==> src/logic/cpu_core_regs.svh <==
`ifndef CPU_CORE_REGS_SVH
`define CPU_CORE_REGS_SVH

// ---------------------------------------------------------------
// register byte offsets
// ---------------------------------------------------------------
`define OFS_CMD 8'h00
`define OFS_STAT 8'h04
`define OFS_PSW 8'hd0
`define OFS_ACC 8'he0
`define OFS_B 8'hf0

// ---------------------------------------------------------------
// status word bit positions
// ---------------------------------------------------------------
`define PSW_CARRY_BIT 7
`define PSW_HALF_BIT 6
`define PSW_USER0_BIT 5
`define PSW_BANK_HI_BIT 4
`define PSW_BANK_LO_BIT 3
`define PSW_SIGNED_BIT 2
`define PSW_USER1_BIT 1
`define PSW_PARITY_BIT 0
`define PSW_WR_MASK 8'hfe

// ---------------------------------------------------------------
// command and status field positions
// ---------------------------------------------------------------
`define CMD_OP_LSB 0
`define CMD_BYTES_LSB 8
`define CMD_OPND_LSB 16
`define STAT_BUSY_BIT 0
`define STAT_PHASE_LSB 4
`define STAT_MCYC_LSB 8

// ---------------------------------------------------------------
// reset values and timing counts
// ---------------------------------------------------------------
`define RST_PSW 8'h00
`define RST_ACC 8'h00
`define RST_B 8'h00
`define CLKS_PER_MCYCLE 4
`define BANK_BYTES 8

`endif

==> src/logic/cpu_core_pkg.sv <==
`default_nettype none
package cpu_core_pkg;

    // operation codes carried in the command register
    typedef enum logic [4:0] {
        OP_NOP, OP_ADD, OP_ADDC, OP_SUBB, OP_MUL, OP_DIV, OP_DA,
        OP_RRC, OP_RLC, OP_CLRC, OP_SETBC, OP_CPLC, OP_ANLC, OP_ANLCN,
        OP_ORLC, OP_ORLCN, OP_MOVC, OP_CJNE, OP_JMP, OP_CALL,
        OP_ANL, OP_ORL, OP_XRL, OP_MOVA
    } alu_op_t;

    // status word layout, bit 7 first
    typedef struct packed {
        logic carry_out_flag;
        logic half_carry_flag;
        logic user_flag_zero;
        logic bank_select_high;
        logic bank_select_low;
        logic signed_range_flag;
        logic user_flag_one;
        logic parity_flag;
    } psw_t;

    // latched instruction command
    typedef struct packed {
        logic [7:0] operand;
        logic [5:0] spare_hi;
        logic [1:0] bytes;
        logic [2:0] spare_lo;
        alu_op_t op;
    } cmd_t;

    // datapath result of one instruction
    typedef struct packed {
        logic [7:0] acc;
        logic [7:0] b;
        logic cy;
        logic ac;
        logic ov;
    } exec_t;

endpackage
`default_nettype wire

==> src/logic/bank_parity_map.sv <==
`timescale 1ns/100ps
`default_nettype none
`include "cpu_core_regs.svh"

module bank_parity_map (
    input wire logic [7:0] acc_in,
    input wire logic bank_select_high_in,
    input wire logic bank_select_low_in,
    output logic parity_out,
    output logic [4:0] bank_base_out
);

    // odd count of ones gives a set parity bit, combinational from the accumulator with no clock
    assign parity_out = ^acc_in;

    // bank n starts at n times eight bytes
    assign bank_base_out = 5'({bank_select_high_in, bank_select_low_in} * `BANK_BYTES);

endmodule
`default_nettype wire

==> src/logic/cpu_flags_and_cycle_timing.sv <==
// Function
// - machine cycle is four core clocks
// - at most one byte fetch per machine cycle
// - machine cycles equal byte count normally
// - jumps and calls take one extra cycle
// - standard instruction effects on flags kept
// - per-instruction carry, overflow, half-carry updates
// - carry from alu, also bit accumulator
// - half carry is carry out of bit 3
// - user flags only software written
// - bank select maps r0-r7 to four banks
// - overflow is carry6 xor carry7
// - parity follows accumulator ones count
// - 8-bit accumulator readable and writable
// - second operand register for multiply, divide
`timescale 1ns/100ps
`default_nettype none
`include "cpu_core_regs.svh"

module cpu_flags_and_cycle_timing #(
    parameter int ADDR_W = 8
) (
    input wire logic mclk_in,
    input wire logic rstn_in,
    input wire logic psel_in,
    input wire logic penable_in,
    input wire logic pwrite_in,
    input wire logic [ADDR_W-1:0] paddr_in,
    input wire logic [31:0] pwdata_in,
    output logic [31:0] prdata_out,
    output logic pready_out,
    output logic pslverr_out,
    output logic busy_out,
    output logic fetch_strobe_out,
    output logic [4:0] bank_base_out,
    output cpu_core_pkg::psw_t psw_out,
    output logic [7:0] acc_out,
    output logic [7:0] b_out
);

    // ---------------------------------------------------------------
    // state
    // ---------------------------------------------------------------
    cpu_core_pkg::psw_t psw_q;
    cpu_core_pkg::cmd_t cmd_q;
    cpu_core_pkg::exec_t res;
    logic [7:0] acc_q;
    logic [7:0] b_q;
    logic parity;
    logic busy;
    logic last;
    logic [1:0] phase;
    logic [2:0] mcyc;
    logic [2:0] total;
    logic [2:0] fetches;
    logic access;
    logic wr_ok;
    logic mapped;
    logic hit_cmd;
    logic hit_stat;
    logic hit_psw;
    logic hit_acc;
    logic hit_b;
    logic start;
    cpu_core_pkg::cmd_t new_cmd;

    // ---------------------------------------------------------------
    // datapath helpers
    // ---------------------------------------------------------------

    // add with carry in; carries taken at bit 3, bit 6 and bit 7
    function automatic cpu_core_pkg::exec_t add8(input logic [7:0] a,
                                                 input logic [7:0] d,
                                                 input logic ci);
        cpu_core_pkg::exec_t r;
        logic [8:0] s9;
        logic [4:0] s4;
        logic [7:0] s7;
        r = '0;
        s9 = {1'b0, a} + {1'b0, d} + {8'h00, ci};
        s4 = {1'b0, a[3:0]} + {1'b0, d[3:0]} + {4'h0, ci};
        s7 = {1'b0, a[6:0]} + {1'b0, d[6:0]} + {7'h00, ci};
        r.acc = s9[7:0];
        r.cy = s9[8];
        r.ac = s4[4];
        r.ov = s7[7] ^ s9[8];
        return r;
    endfunction

    // subtract with borrow; borrows reported in the same carry slots
    function automatic cpu_core_pkg::exec_t sub8(input logic [7:0] a,
                                                 input logic [7:0] d,
                                                 input logic bi);
        cpu_core_pkg::exec_t r;
        logic [8:0] s9;
        logic [4:0] s4;
        logic [7:0] s7;
        r = '0;
        s9 = {1'b0, a} - {1'b0, d} - {8'h00, bi};
        s4 = {1'b0, a[3:0]} - {1'b0, d[3:0]} - {4'h0, bi};
        s7 = {1'b0, a[6:0]} - {1'b0, d[6:0]} - {7'h00, bi};
        r.acc = s9[7:0];
        r.cy = s9[8];
        r.ac = s4[4];
        r.ov = s7[7] ^ s9[8];
        return r;
    endfunction

    // decimal adjust; carry may be set, never cleared
    function automatic cpu_core_pkg::exec_t dadj(input logic [7:0] a,
                                                 input logic c,
                                                 input logic h);
        cpu_core_pkg::exec_t r;
        logic [8:0] t;
        logic cf;
        r = '0;
        t = {1'b0, a};
        if (a[3:0] > 4'h9 || h) begin
            t = t + 9'h006;
        end
        // carry kept apart so an incoming carry is never lost to wrap
        cf = c | t[8];
        if (t[7:4] > 4'h9 || cf) begin
            t = {1'b0, t[7:0]} + 9'h060;
        end
        r.acc = t[7:0];
        r.cy = cf | t[8];
        return r;
    endfunction

    // ---------------------------------------------------------------
    // instruction execution
    // ---------------------------------------------------------------

    // flag effects per operation; untouched flags keep their value
    always_comb begin
        logic [15:0] prod;
        logic bitv;
        cpu_core_pkg::exec_t da;
        prod = acc_q * b_q;
        da = dadj(acc_q, psw_q.carry_out_flag, psw_q.half_carry_flag);
        bitv = cmd_q.operand[0];
        res.acc = acc_q;
        res.b = b_q;
        res.cy = psw_q.carry_out_flag;
        res.ac = psw_q.half_carry_flag;
        res.ov = psw_q.signed_range_flag;
        unique case (cmd_q.op)
            cpu_core_pkg::OP_NOP: begin
            end
            cpu_core_pkg::OP_ADD: begin
                res = add8(acc_q, cmd_q.operand, 1'b0);
                res.b = b_q;
            end
            cpu_core_pkg::OP_ADDC: begin
                res = add8(acc_q, cmd_q.operand, psw_q.carry_out_flag);
                res.b = b_q;
            end
            cpu_core_pkg::OP_SUBB: begin
                res = sub8(acc_q, cmd_q.operand, psw_q.carry_out_flag);
                res.b = b_q;
            end
            cpu_core_pkg::OP_MUL: begin
                res.acc = prod[7:0];
                res.b = prod[15:8];
                res.cy = 1'b0;
                res.ov = (prod[15:8] != 8'h00);
            end
            cpu_core_pkg::OP_DIV: begin
                res.cy = 1'b0;
                res.ov = (b_q == 8'h00);
                if (b_q != 8'h00) begin
                    res.acc = acc_q / b_q;
                    res.b = acc_q % b_q;
                end
            end
            cpu_core_pkg::OP_DA: begin
                res.acc = da.acc;
                res.cy = da.cy;
            end
            cpu_core_pkg::OP_RRC: begin
                {res.acc, res.cy} = {psw_q.carry_out_flag, acc_q};
            end
            cpu_core_pkg::OP_RLC: begin
                {res.cy, res.acc} = {acc_q, psw_q.carry_out_flag};
            end
            cpu_core_pkg::OP_CLRC: res.cy = 1'b0;
            cpu_core_pkg::OP_SETBC: res.cy = 1'b1;
            cpu_core_pkg::OP_CPLC: res.cy = ~psw_q.carry_out_flag;
            cpu_core_pkg::OP_ANLC: res.cy = psw_q.carry_out_flag & bitv;
            cpu_core_pkg::OP_ANLCN: res.cy = psw_q.carry_out_flag & ~bitv;
            cpu_core_pkg::OP_ORLC: res.cy = psw_q.carry_out_flag | bitv;
            cpu_core_pkg::OP_ORLCN: res.cy = psw_q.carry_out_flag | ~bitv;
            cpu_core_pkg::OP_MOVC: res.cy = bitv;
            cpu_core_pkg::OP_CJNE: res.cy = (acc_q < cmd_q.operand);
            cpu_core_pkg::OP_JMP, cpu_core_pkg::OP_CALL: begin
            end
            cpu_core_pkg::OP_ANL: res.acc = acc_q & cmd_q.operand;
            cpu_core_pkg::OP_ORL: res.acc = acc_q | cmd_q.operand;
            cpu_core_pkg::OP_XRL: res.acc = acc_q ^ cmd_q.operand;
            cpu_core_pkg::OP_MOVA: res.acc = cmd_q.operand;
            default: begin
            end
        endcase
    end

    // ---------------------------------------------------------------
    // cycle budget of the latched instruction
    // ---------------------------------------------------------------

    // a zero byte count is taken as one byte
    function automatic logic [2:0] byte_count(input logic [1:0] b);
        return (b == 2'h0) ? 3'h1 : {1'b0, b};
    endfunction

    // fetch budget comes from the command being started, not the old one
    assign fetches = byte_count(new_cmd.bytes);

    // control transfers need one cycle to form the new address
    always_comb begin
        logic [2:0] nb;
        nb = byte_count(new_cmd.bytes);
        unique case (new_cmd.op)
            cpu_core_pkg::OP_JMP, cpu_core_pkg::OP_CALL,
            cpu_core_pkg::OP_CJNE: total = nb + 3'h1;
            default: total = nb;
        endcase
    end

    // ---------------------------------------------------------------
    // apb slave
    // ---------------------------------------------------------------
    assign access = psel_in && penable_in;
    assign hit_cmd = (paddr_in == ADDR_W'(`OFS_CMD));
    assign hit_stat = (paddr_in == ADDR_W'(`OFS_STAT));
    assign hit_psw = (paddr_in == ADDR_W'(`OFS_PSW));
    assign hit_acc = (paddr_in == ADDR_W'(`OFS_ACC));
    assign hit_b = (paddr_in == ADDR_W'(`OFS_B));
    assign mapped = hit_cmd | hit_stat | hit_psw | hit_acc | hit_b;

    // writes wait while an instruction runs, so software and the
    // datapath never update the same register in one cycle
    assign pready_out = !(psel_in && pwrite_in && busy);
    assign wr_ok = access && pwrite_in && !busy && mapped;
    assign pslverr_out = access && pready_out && !mapped;
    assign new_cmd = cpu_core_pkg::cmd_t'(pwdata_in[23:0]);
    assign start = wr_ok && hit_cmd;

    // read mux; unused bits read as zero
    always_comb begin
        prdata_out = 32'h0000_0000;
        if (hit_cmd) begin
            prdata_out[23:0] = cmd_q;
        end else if (hit_stat) begin
            prdata_out[`STAT_BUSY_BIT] = busy;
            prdata_out[`STAT_PHASE_LSB +: 2] = phase;
            prdata_out[`STAT_MCYC_LSB +: 3] = mcyc;
        end else if (hit_psw) begin
            prdata_out[7:0] = psw_out;
        end else if (hit_acc) begin
            prdata_out[7:0] = acc_q;
        end else if (hit_b) begin
            prdata_out[7:0] = b_q;
        end
    end

    // ---------------------------------------------------------------
    // registers
    // ---------------------------------------------------------------

    // command latch, taken only when idle
    always_ff @(posedge mclk_in) begin
        if (!rstn_in) begin
            cmd_q <= '0;
        end else if (start) begin
            cmd_q <= new_cmd;
        end
    end

    // accumulator: software write or instruction result
    always_ff @(posedge mclk_in) begin
        if (!rstn_in) begin
            acc_q <= `RST_ACC;
        end else if (wr_ok && hit_acc) begin
            acc_q <= pwdata_in[7:0];
        end else if (last) begin
            acc_q <= res.acc;
        end
    end

    // second operand register
    always_ff @(posedge mclk_in) begin
        if (!rstn_in) begin
            b_q <= `RST_B;
        end else if (wr_ok && hit_b) begin
            b_q <= pwdata_in[7:0];
        end else if (last) begin
            b_q <= res.b;
        end
    end

    // status word; parity is not stored, it is derived from the
    // accumulator so it can never go stale
    always_ff @(posedge mclk_in) begin
        if (!rstn_in) begin
            psw_q <= `RST_PSW;
        end else if (wr_ok && hit_psw) begin
            psw_q <= pwdata_in[7:0] & `PSW_WR_MASK;
        end else if (last) begin
            psw_q.carry_out_flag <= res.cy;
            psw_q.half_carry_flag <= res.ac;
            psw_q.signed_range_flag <= res.ov;
        end
    end

    // ---------------------------------------------------------------
    // sub-blocks
    // ---------------------------------------------------------------
    mcycle_sequencer #(
        .CLKS_PER_MC(`CLKS_PER_MCYCLE)
    ) u_seq (
        .mclk_in(mclk_in),
        .rstn_in(rstn_in),
        .start_in(start),
        .total_in(total),
        .fetches_in(fetches),
        .busy_out(busy),
        .fetch_out(fetch_strobe_out),
        .last_out(last),
        .phase_out(phase),
        .mcycle_out(mcyc)
    );

    bank_parity_map u_map (
        .acc_in(acc_q),
        .bank_select_high_in(psw_q.bank_select_high),
        .bank_select_low_in(psw_q.bank_select_low),
        .parity_out(parity),
        .bank_base_out(bank_base_out)
    );

    // ---------------------------------------------------------------
    // outputs
    // ---------------------------------------------------------------
    always_comb begin
        psw_out = psw_q;
        psw_out.parity_flag = parity;
    end

    assign busy_out = busy;
    assign acc_out = acc_q;
    assign b_out = b_q;

endmodule
`default_nettype wire

==> src/logic/mcycle_sequencer.sv <==
`timescale 1ns/100ps
`default_nettype none
`include "cpu_core_regs.svh"

module mcycle_sequencer #(
    parameter int CLKS_PER_MC = `CLKS_PER_MCYCLE
) (
    input wire logic mclk_in,
    input wire logic rstn_in,
    input wire logic start_in,
    input wire logic [2:0] total_in,
    input wire logic [2:0] fetches_in,
    output logic busy_out,
    output logic fetch_out,
    output logic last_out,
    output logic [1:0] phase_out,
    output logic [2:0] mcycle_out
);

    logic busy_q;
    logic [1:0] phase_q;
    logic [2:0] mcyc_q;
    logic [2:0] total_q;
    logic [2:0] fetches_q;
    logic end_of_mc;

    // ---------------------------------------------------------------
    // clock phase inside a machine cycle
    // ---------------------------------------------------------------
    assign end_of_mc = (phase_q == 2'(CLKS_PER_MC - 1));

    // four clocks make one machine cycle
    always_ff @(posedge mclk_in) begin
        if (!rstn_in || !busy_q) begin
            phase_q <= 2'h0;
        end else begin
            phase_q <= end_of_mc ? 2'h0 : phase_q + 2'h1;
        end
    end

    // machine cycle index, counted only on cycle boundaries
    always_ff @(posedge mclk_in) begin
        if (!rstn_in || !busy_q) begin
            mcyc_q <= 3'h0;
        end else if (end_of_mc) begin
            mcyc_q <= mcyc_q + 3'h1;
        end
    end

    // length of the running instruction, caught at start
    always_ff @(posedge mclk_in) begin
        if (!rstn_in) begin
            total_q <= 3'h1;
            fetches_q <= 3'h1;
        end else if (start_in && !busy_q) begin
            total_q <= total_in;
            fetches_q <= fetches_in;
        end
    end

    // busy from start until the last clock of the last machine cycle
    always_ff @(posedge mclk_in) begin
        if (!rstn_in) begin
            busy_q <= 1'b0;
        end else if (start_in && !busy_q) begin
            busy_q <= 1'b1;
        end else if (last_out) begin
            busy_q <= 1'b0;
        end
    end

    assign last_out = busy_q && end_of_mc && (mcyc_q == total_q - 3'h1);
    // one fetch on the first clock of each fetching machine cycle
    assign fetch_out = busy_q && (phase_q == 2'h0) && (mcyc_q < fetches_q);
    assign busy_out = busy_q;
    assign phase_out = phase_q;
    assign mcycle_out = mcyc_q;

endmodule
`default_nettype wire

==> config.mk <==
export PLATFORM = sky130hd
export DESIGN_NAME = cpu_flags_and_cycle_timing
export DESIGN_NICKNAME = d
export VERILOG_FILES = /design/src/logic/cpu_core_pkg.sv /design/src/logic/bank_parity_map.sv /design/src/logic/cpu_flags_and_cycle_timing.sv /design/src/logic/mcycle_sequencer.sv
export VERILOG_INCLUDE_DIRS = /design/src /design/src/logic
export SDC_FILE = /design/constraint.sdc
export NUM_CORES = 1
export LEC_CHECK = 0
export ABC_AREA = 0
export ABC_CLOCK_PERIOD_IN_PS = 15000
export BUFFER_PORTS_ARGS = -buffer_cell sky130_fd_sc_hd__buf_2
export CAP_MARGIN = 5
export CORE_ASPECT_RATIO = 0.9
export CORE_MARGIN = 1
export CORE_UTILIZATION = 60
export DETAILED_ROUTE_END_ITERATION = 10
export GPL_TIMING_DRIVEN = 0
export MAX_ROUTING_LAYER = met4
export PLACE_DENSITY_LB_ADDON = 0.05
export SYNTH_ARGS = -nofsm -noshare
export SYNTH_HDL_FRONTEND = slang
export SYNTH_SLANG_ARGS = --single-unit
==> constraint.sdc <==
create_clock -name mclk_in -period 15 [get_ports mclk_in]
set_input_delay 4.5 -clock mclk_in [delete_from_list [all_inputs] [get_ports mclk_in]]
set_output_delay 4.5 -clock mclk_in [all_outputs]
set_load 0.005 [all_outputs]
==> impl_metrics.csv <==
group,metric,value,unit
detailed_routing,wl_met1,14700,um
cts,clockBufferDepth,2,
place,dpl-instance-area,0.0105,mm2
yosys,syn_area_per_cell,7.55,um2
global_route,grt_pass1_wl,52100,um
detailed_routing,post_drt_wl_per_cell,21.3,um
cts,cts_resized,0,
timing,fin_tns_setup,0,ps
detailed_routing,num_vias,10400,
timing,fin_worst_skew,9.29,ps
yosys,synth.most_common_cell,"nand2_1",
status,status,"finished, final reports clean",
setup_path,crit_path_start_kind,"flip-flop",
detailed_routing,routed_wl,34200,um
cts,clock_latency,340,ps
cts,cts_sinks,58,
min_path,worstHoldPathType,"flip-flop to flip-flop",
yosys,synthTopCellsByArea,"ha_1 17%, dfxtp_1 12%, fa_1 8.2%",
yosys,synth_area,0.00975,mm2
cts,postCtsSetupBuffers,0,
timing,tightest_slew,1120,ps
power,power_leakage,4.80,nW
setup_path,cp_max_fo,12,
place,io_buffers,89,
yosys,synth_top_cell_by_area,"ha_1",
timing,period_needed,13910,ps
setup_path,crit_type,"flip-flop to flip-flop",
place,dp.final_hpwl,26700,um
setup_path,path_common_cell,"ha_1",
floorplan,ioPinCount,110,
cts,path_clk_slew,50,ps
setup_path,worst-path-buf-inv,6,
timing,hold_violations,0,
cts,cts_tree,"done",
setup_path,crit_path_end_kind,"flip-flop",
job,cap_violations,0,
yosys,ys_warn_count,0,
global_route,antenna_found_initial,0,
setup_path,slowest_stage,"dfxtp_1",
floorplan,die_area,0.0168,mm2
global_route,grt_use_total,42.4,%
timing,rsz0062_at_grt,"false",
layout,diodes,0,
timing,slew_violations,0,
timing,hold_ws,458,ps
layout,fin_area,0.0108,mm2
detailed_routing,top_layer_used,"met4",
cts,cts_buffers,9,
detailed_routing,ant_nets,0,
floorplan,fp-row-count,43,
floorplan,die_w,136,um
setup_path,critPathTopFamily,"compound AO/OA/AOI/OAI gates",
layout,nets,1621,
floorplan,initial_core_util,62.3,%
floorplan,chipHeight,123,um
floorplan,core,0.0157,mm2
detailed_routing,route.detailed.drc,0,
detailed_routing,wl_met3,4150,um
cts,cts_hold_buf,0,
cts,htree_levels,3,
timing,fmax,71.9,MHz
global_route,grt-ovfl-total,0,
power,power.total,0.445,mW
layout,finish.utilization,68.8,%
power,p_per_area,41.3,mW/mm2
yosys,synth_edf_count,0,
yosys,synth_ff_type,"dfxtp_1",
detailed_routing,wl_met2,14400,um
yosys,ys_ff_latch,58,
yosys,netlist_instances,1292,
global_route,grt_pass1_vias,9398,
setup_path,cpPeakStageDelay,750,ps
detailed_routing,dr.pass1.iters,6,
global_route,grt_max_degree,14,
yosys,synth_cell_types,82,
yosys,yosysSeqAreaShare,11.9,%
setup_path,required,15260,ps
place,gp_congestion,1.03,
detailed_routing,drt_iter0_markers,1347,
power,ir_drop,58.4,uV
timing,fin_crit_sh,92.7,%
timing,max_slew_margin,24.5,%
detailed_routing,vias_per_cell,6.46,
yosys,ys_top_cells_by_count,"159 x nand2_1, 134 x ha_1, 97 x inv_1",
yosys,async_flop_share,0,%
cts,cts_root_buffer,"clkbuf_16",
yosys,synth_top_area_share,17.2,%
layout,syn_to_final_growth,10.4,%
timing,setup_viol,0,
setup_path,arrival,14170,ps
layout,drive_above_1_share,11.5,%
per-stage QoR:
step	cells	worst slack [ps]
3_3_place_gp	1593	1700
5_1_grt	1609	228
3_5_place_dp	1593	1540
4_1_cts	1609	1470
2_1_floorplan	1302	4300
6_report	1609	1090
worst register-to-register path, delay by kind of cell, from the launching register on:
kind | cells | cell delay (ps)
fa+ha+maj | 8 | 2720
compound gates | 24 | 6540
flops | 1 | 750
buf+inv | 6 | 1470
simple gates | 8 | 1430
mux | 2 | 700
xor+xnor | 1 | 240
flip-flops by register name, indices dropped and copies added (netlist names):
name and cells:
acc_out 8, b_out 8, cmd_q 24, psw_out 7, u_seq.busy_out 1, u_seq.fetches_q 2
u_seq.mcycle_out 3, u_seq.phase_out 2, u_seq.total_q 3
report_power, final:
part	internal, mW	total [mW]	switching, mW
Clock	0.116	0.195	0.0786
Sequential	0.154	0.154	0.000123
Combinational	0.0395	0.0962	0.0567
Total	0.310	0.445	0.135
final timing paths:
| path | endpoint | slack [ps] | from | depth (start not counted) |
|---|---|---|---|---|
| max | acc_out[0] | 1090 | b_out[0] | 49 |
| min | cmd_q[11] | 460 | cmd_q[11] | 2 |
| max reg2reg | acc_out[0] | 1090 | b_out[0] | 49 |
| min reg2reg | cmd_q[11] | 460 | cmd_q[11] | 2 |
cell families (layout without fill, tap and decap cells):
kind of cell,after synthesis,after routing,share of synthesized area [%]
fa+ha+maj,174,174,25.4
compound gates,345,345,24.8
mux,29,29,3.17
buf+inv,178,283,7.52
flops,58,58,11.9
simple gates,446,446,21.7
xor+xnor,61,61,5.48
other cells,1,11,0.0384
layout by cell type (no fill, tap or decap), types with 18 or more instances in the layout:
| cell | instances |
|---|---|
| a21boi_0 | 37 |
| buf_2 | 93 |
| xor2_1 | 27 |
| o21ai_0 | 56 |
| nor3_1 | 51 |
| a21oi_1 | 66 |
| a22oi_1 | 18 |
| nand3_1 | 26 |
| nand2_1 | 159 |
| xnor2_1 | 34 |
| dfxtp_1 | 58 |
| inv_1 | 97 |
| nor2_1 | 92 |
| ha_1 | 134 |
| clkbuf_1 | 57 |
| fa_1 | 40 |
area by class of cell:
class,count,area [um2]
Inverter,101,379
Fill cell,1365,4880
Buffer,77,354
Tap cell,202,253
Clock buffer,10,239
Multi-Input combinational cell,1066,7900
Sequential cell,58,1160
Clock inverter,6,42.5
Timing Repair Buffer,89,445
metal layers:
metal	vias up	GRT usage (%)
met5	-	-
met2	663	62.3
met3	84	7.01
li1	4793	-
met1	4859	59.5
met4	0	12.7
No activity file was read; power rests on OpenSTA's default activity.
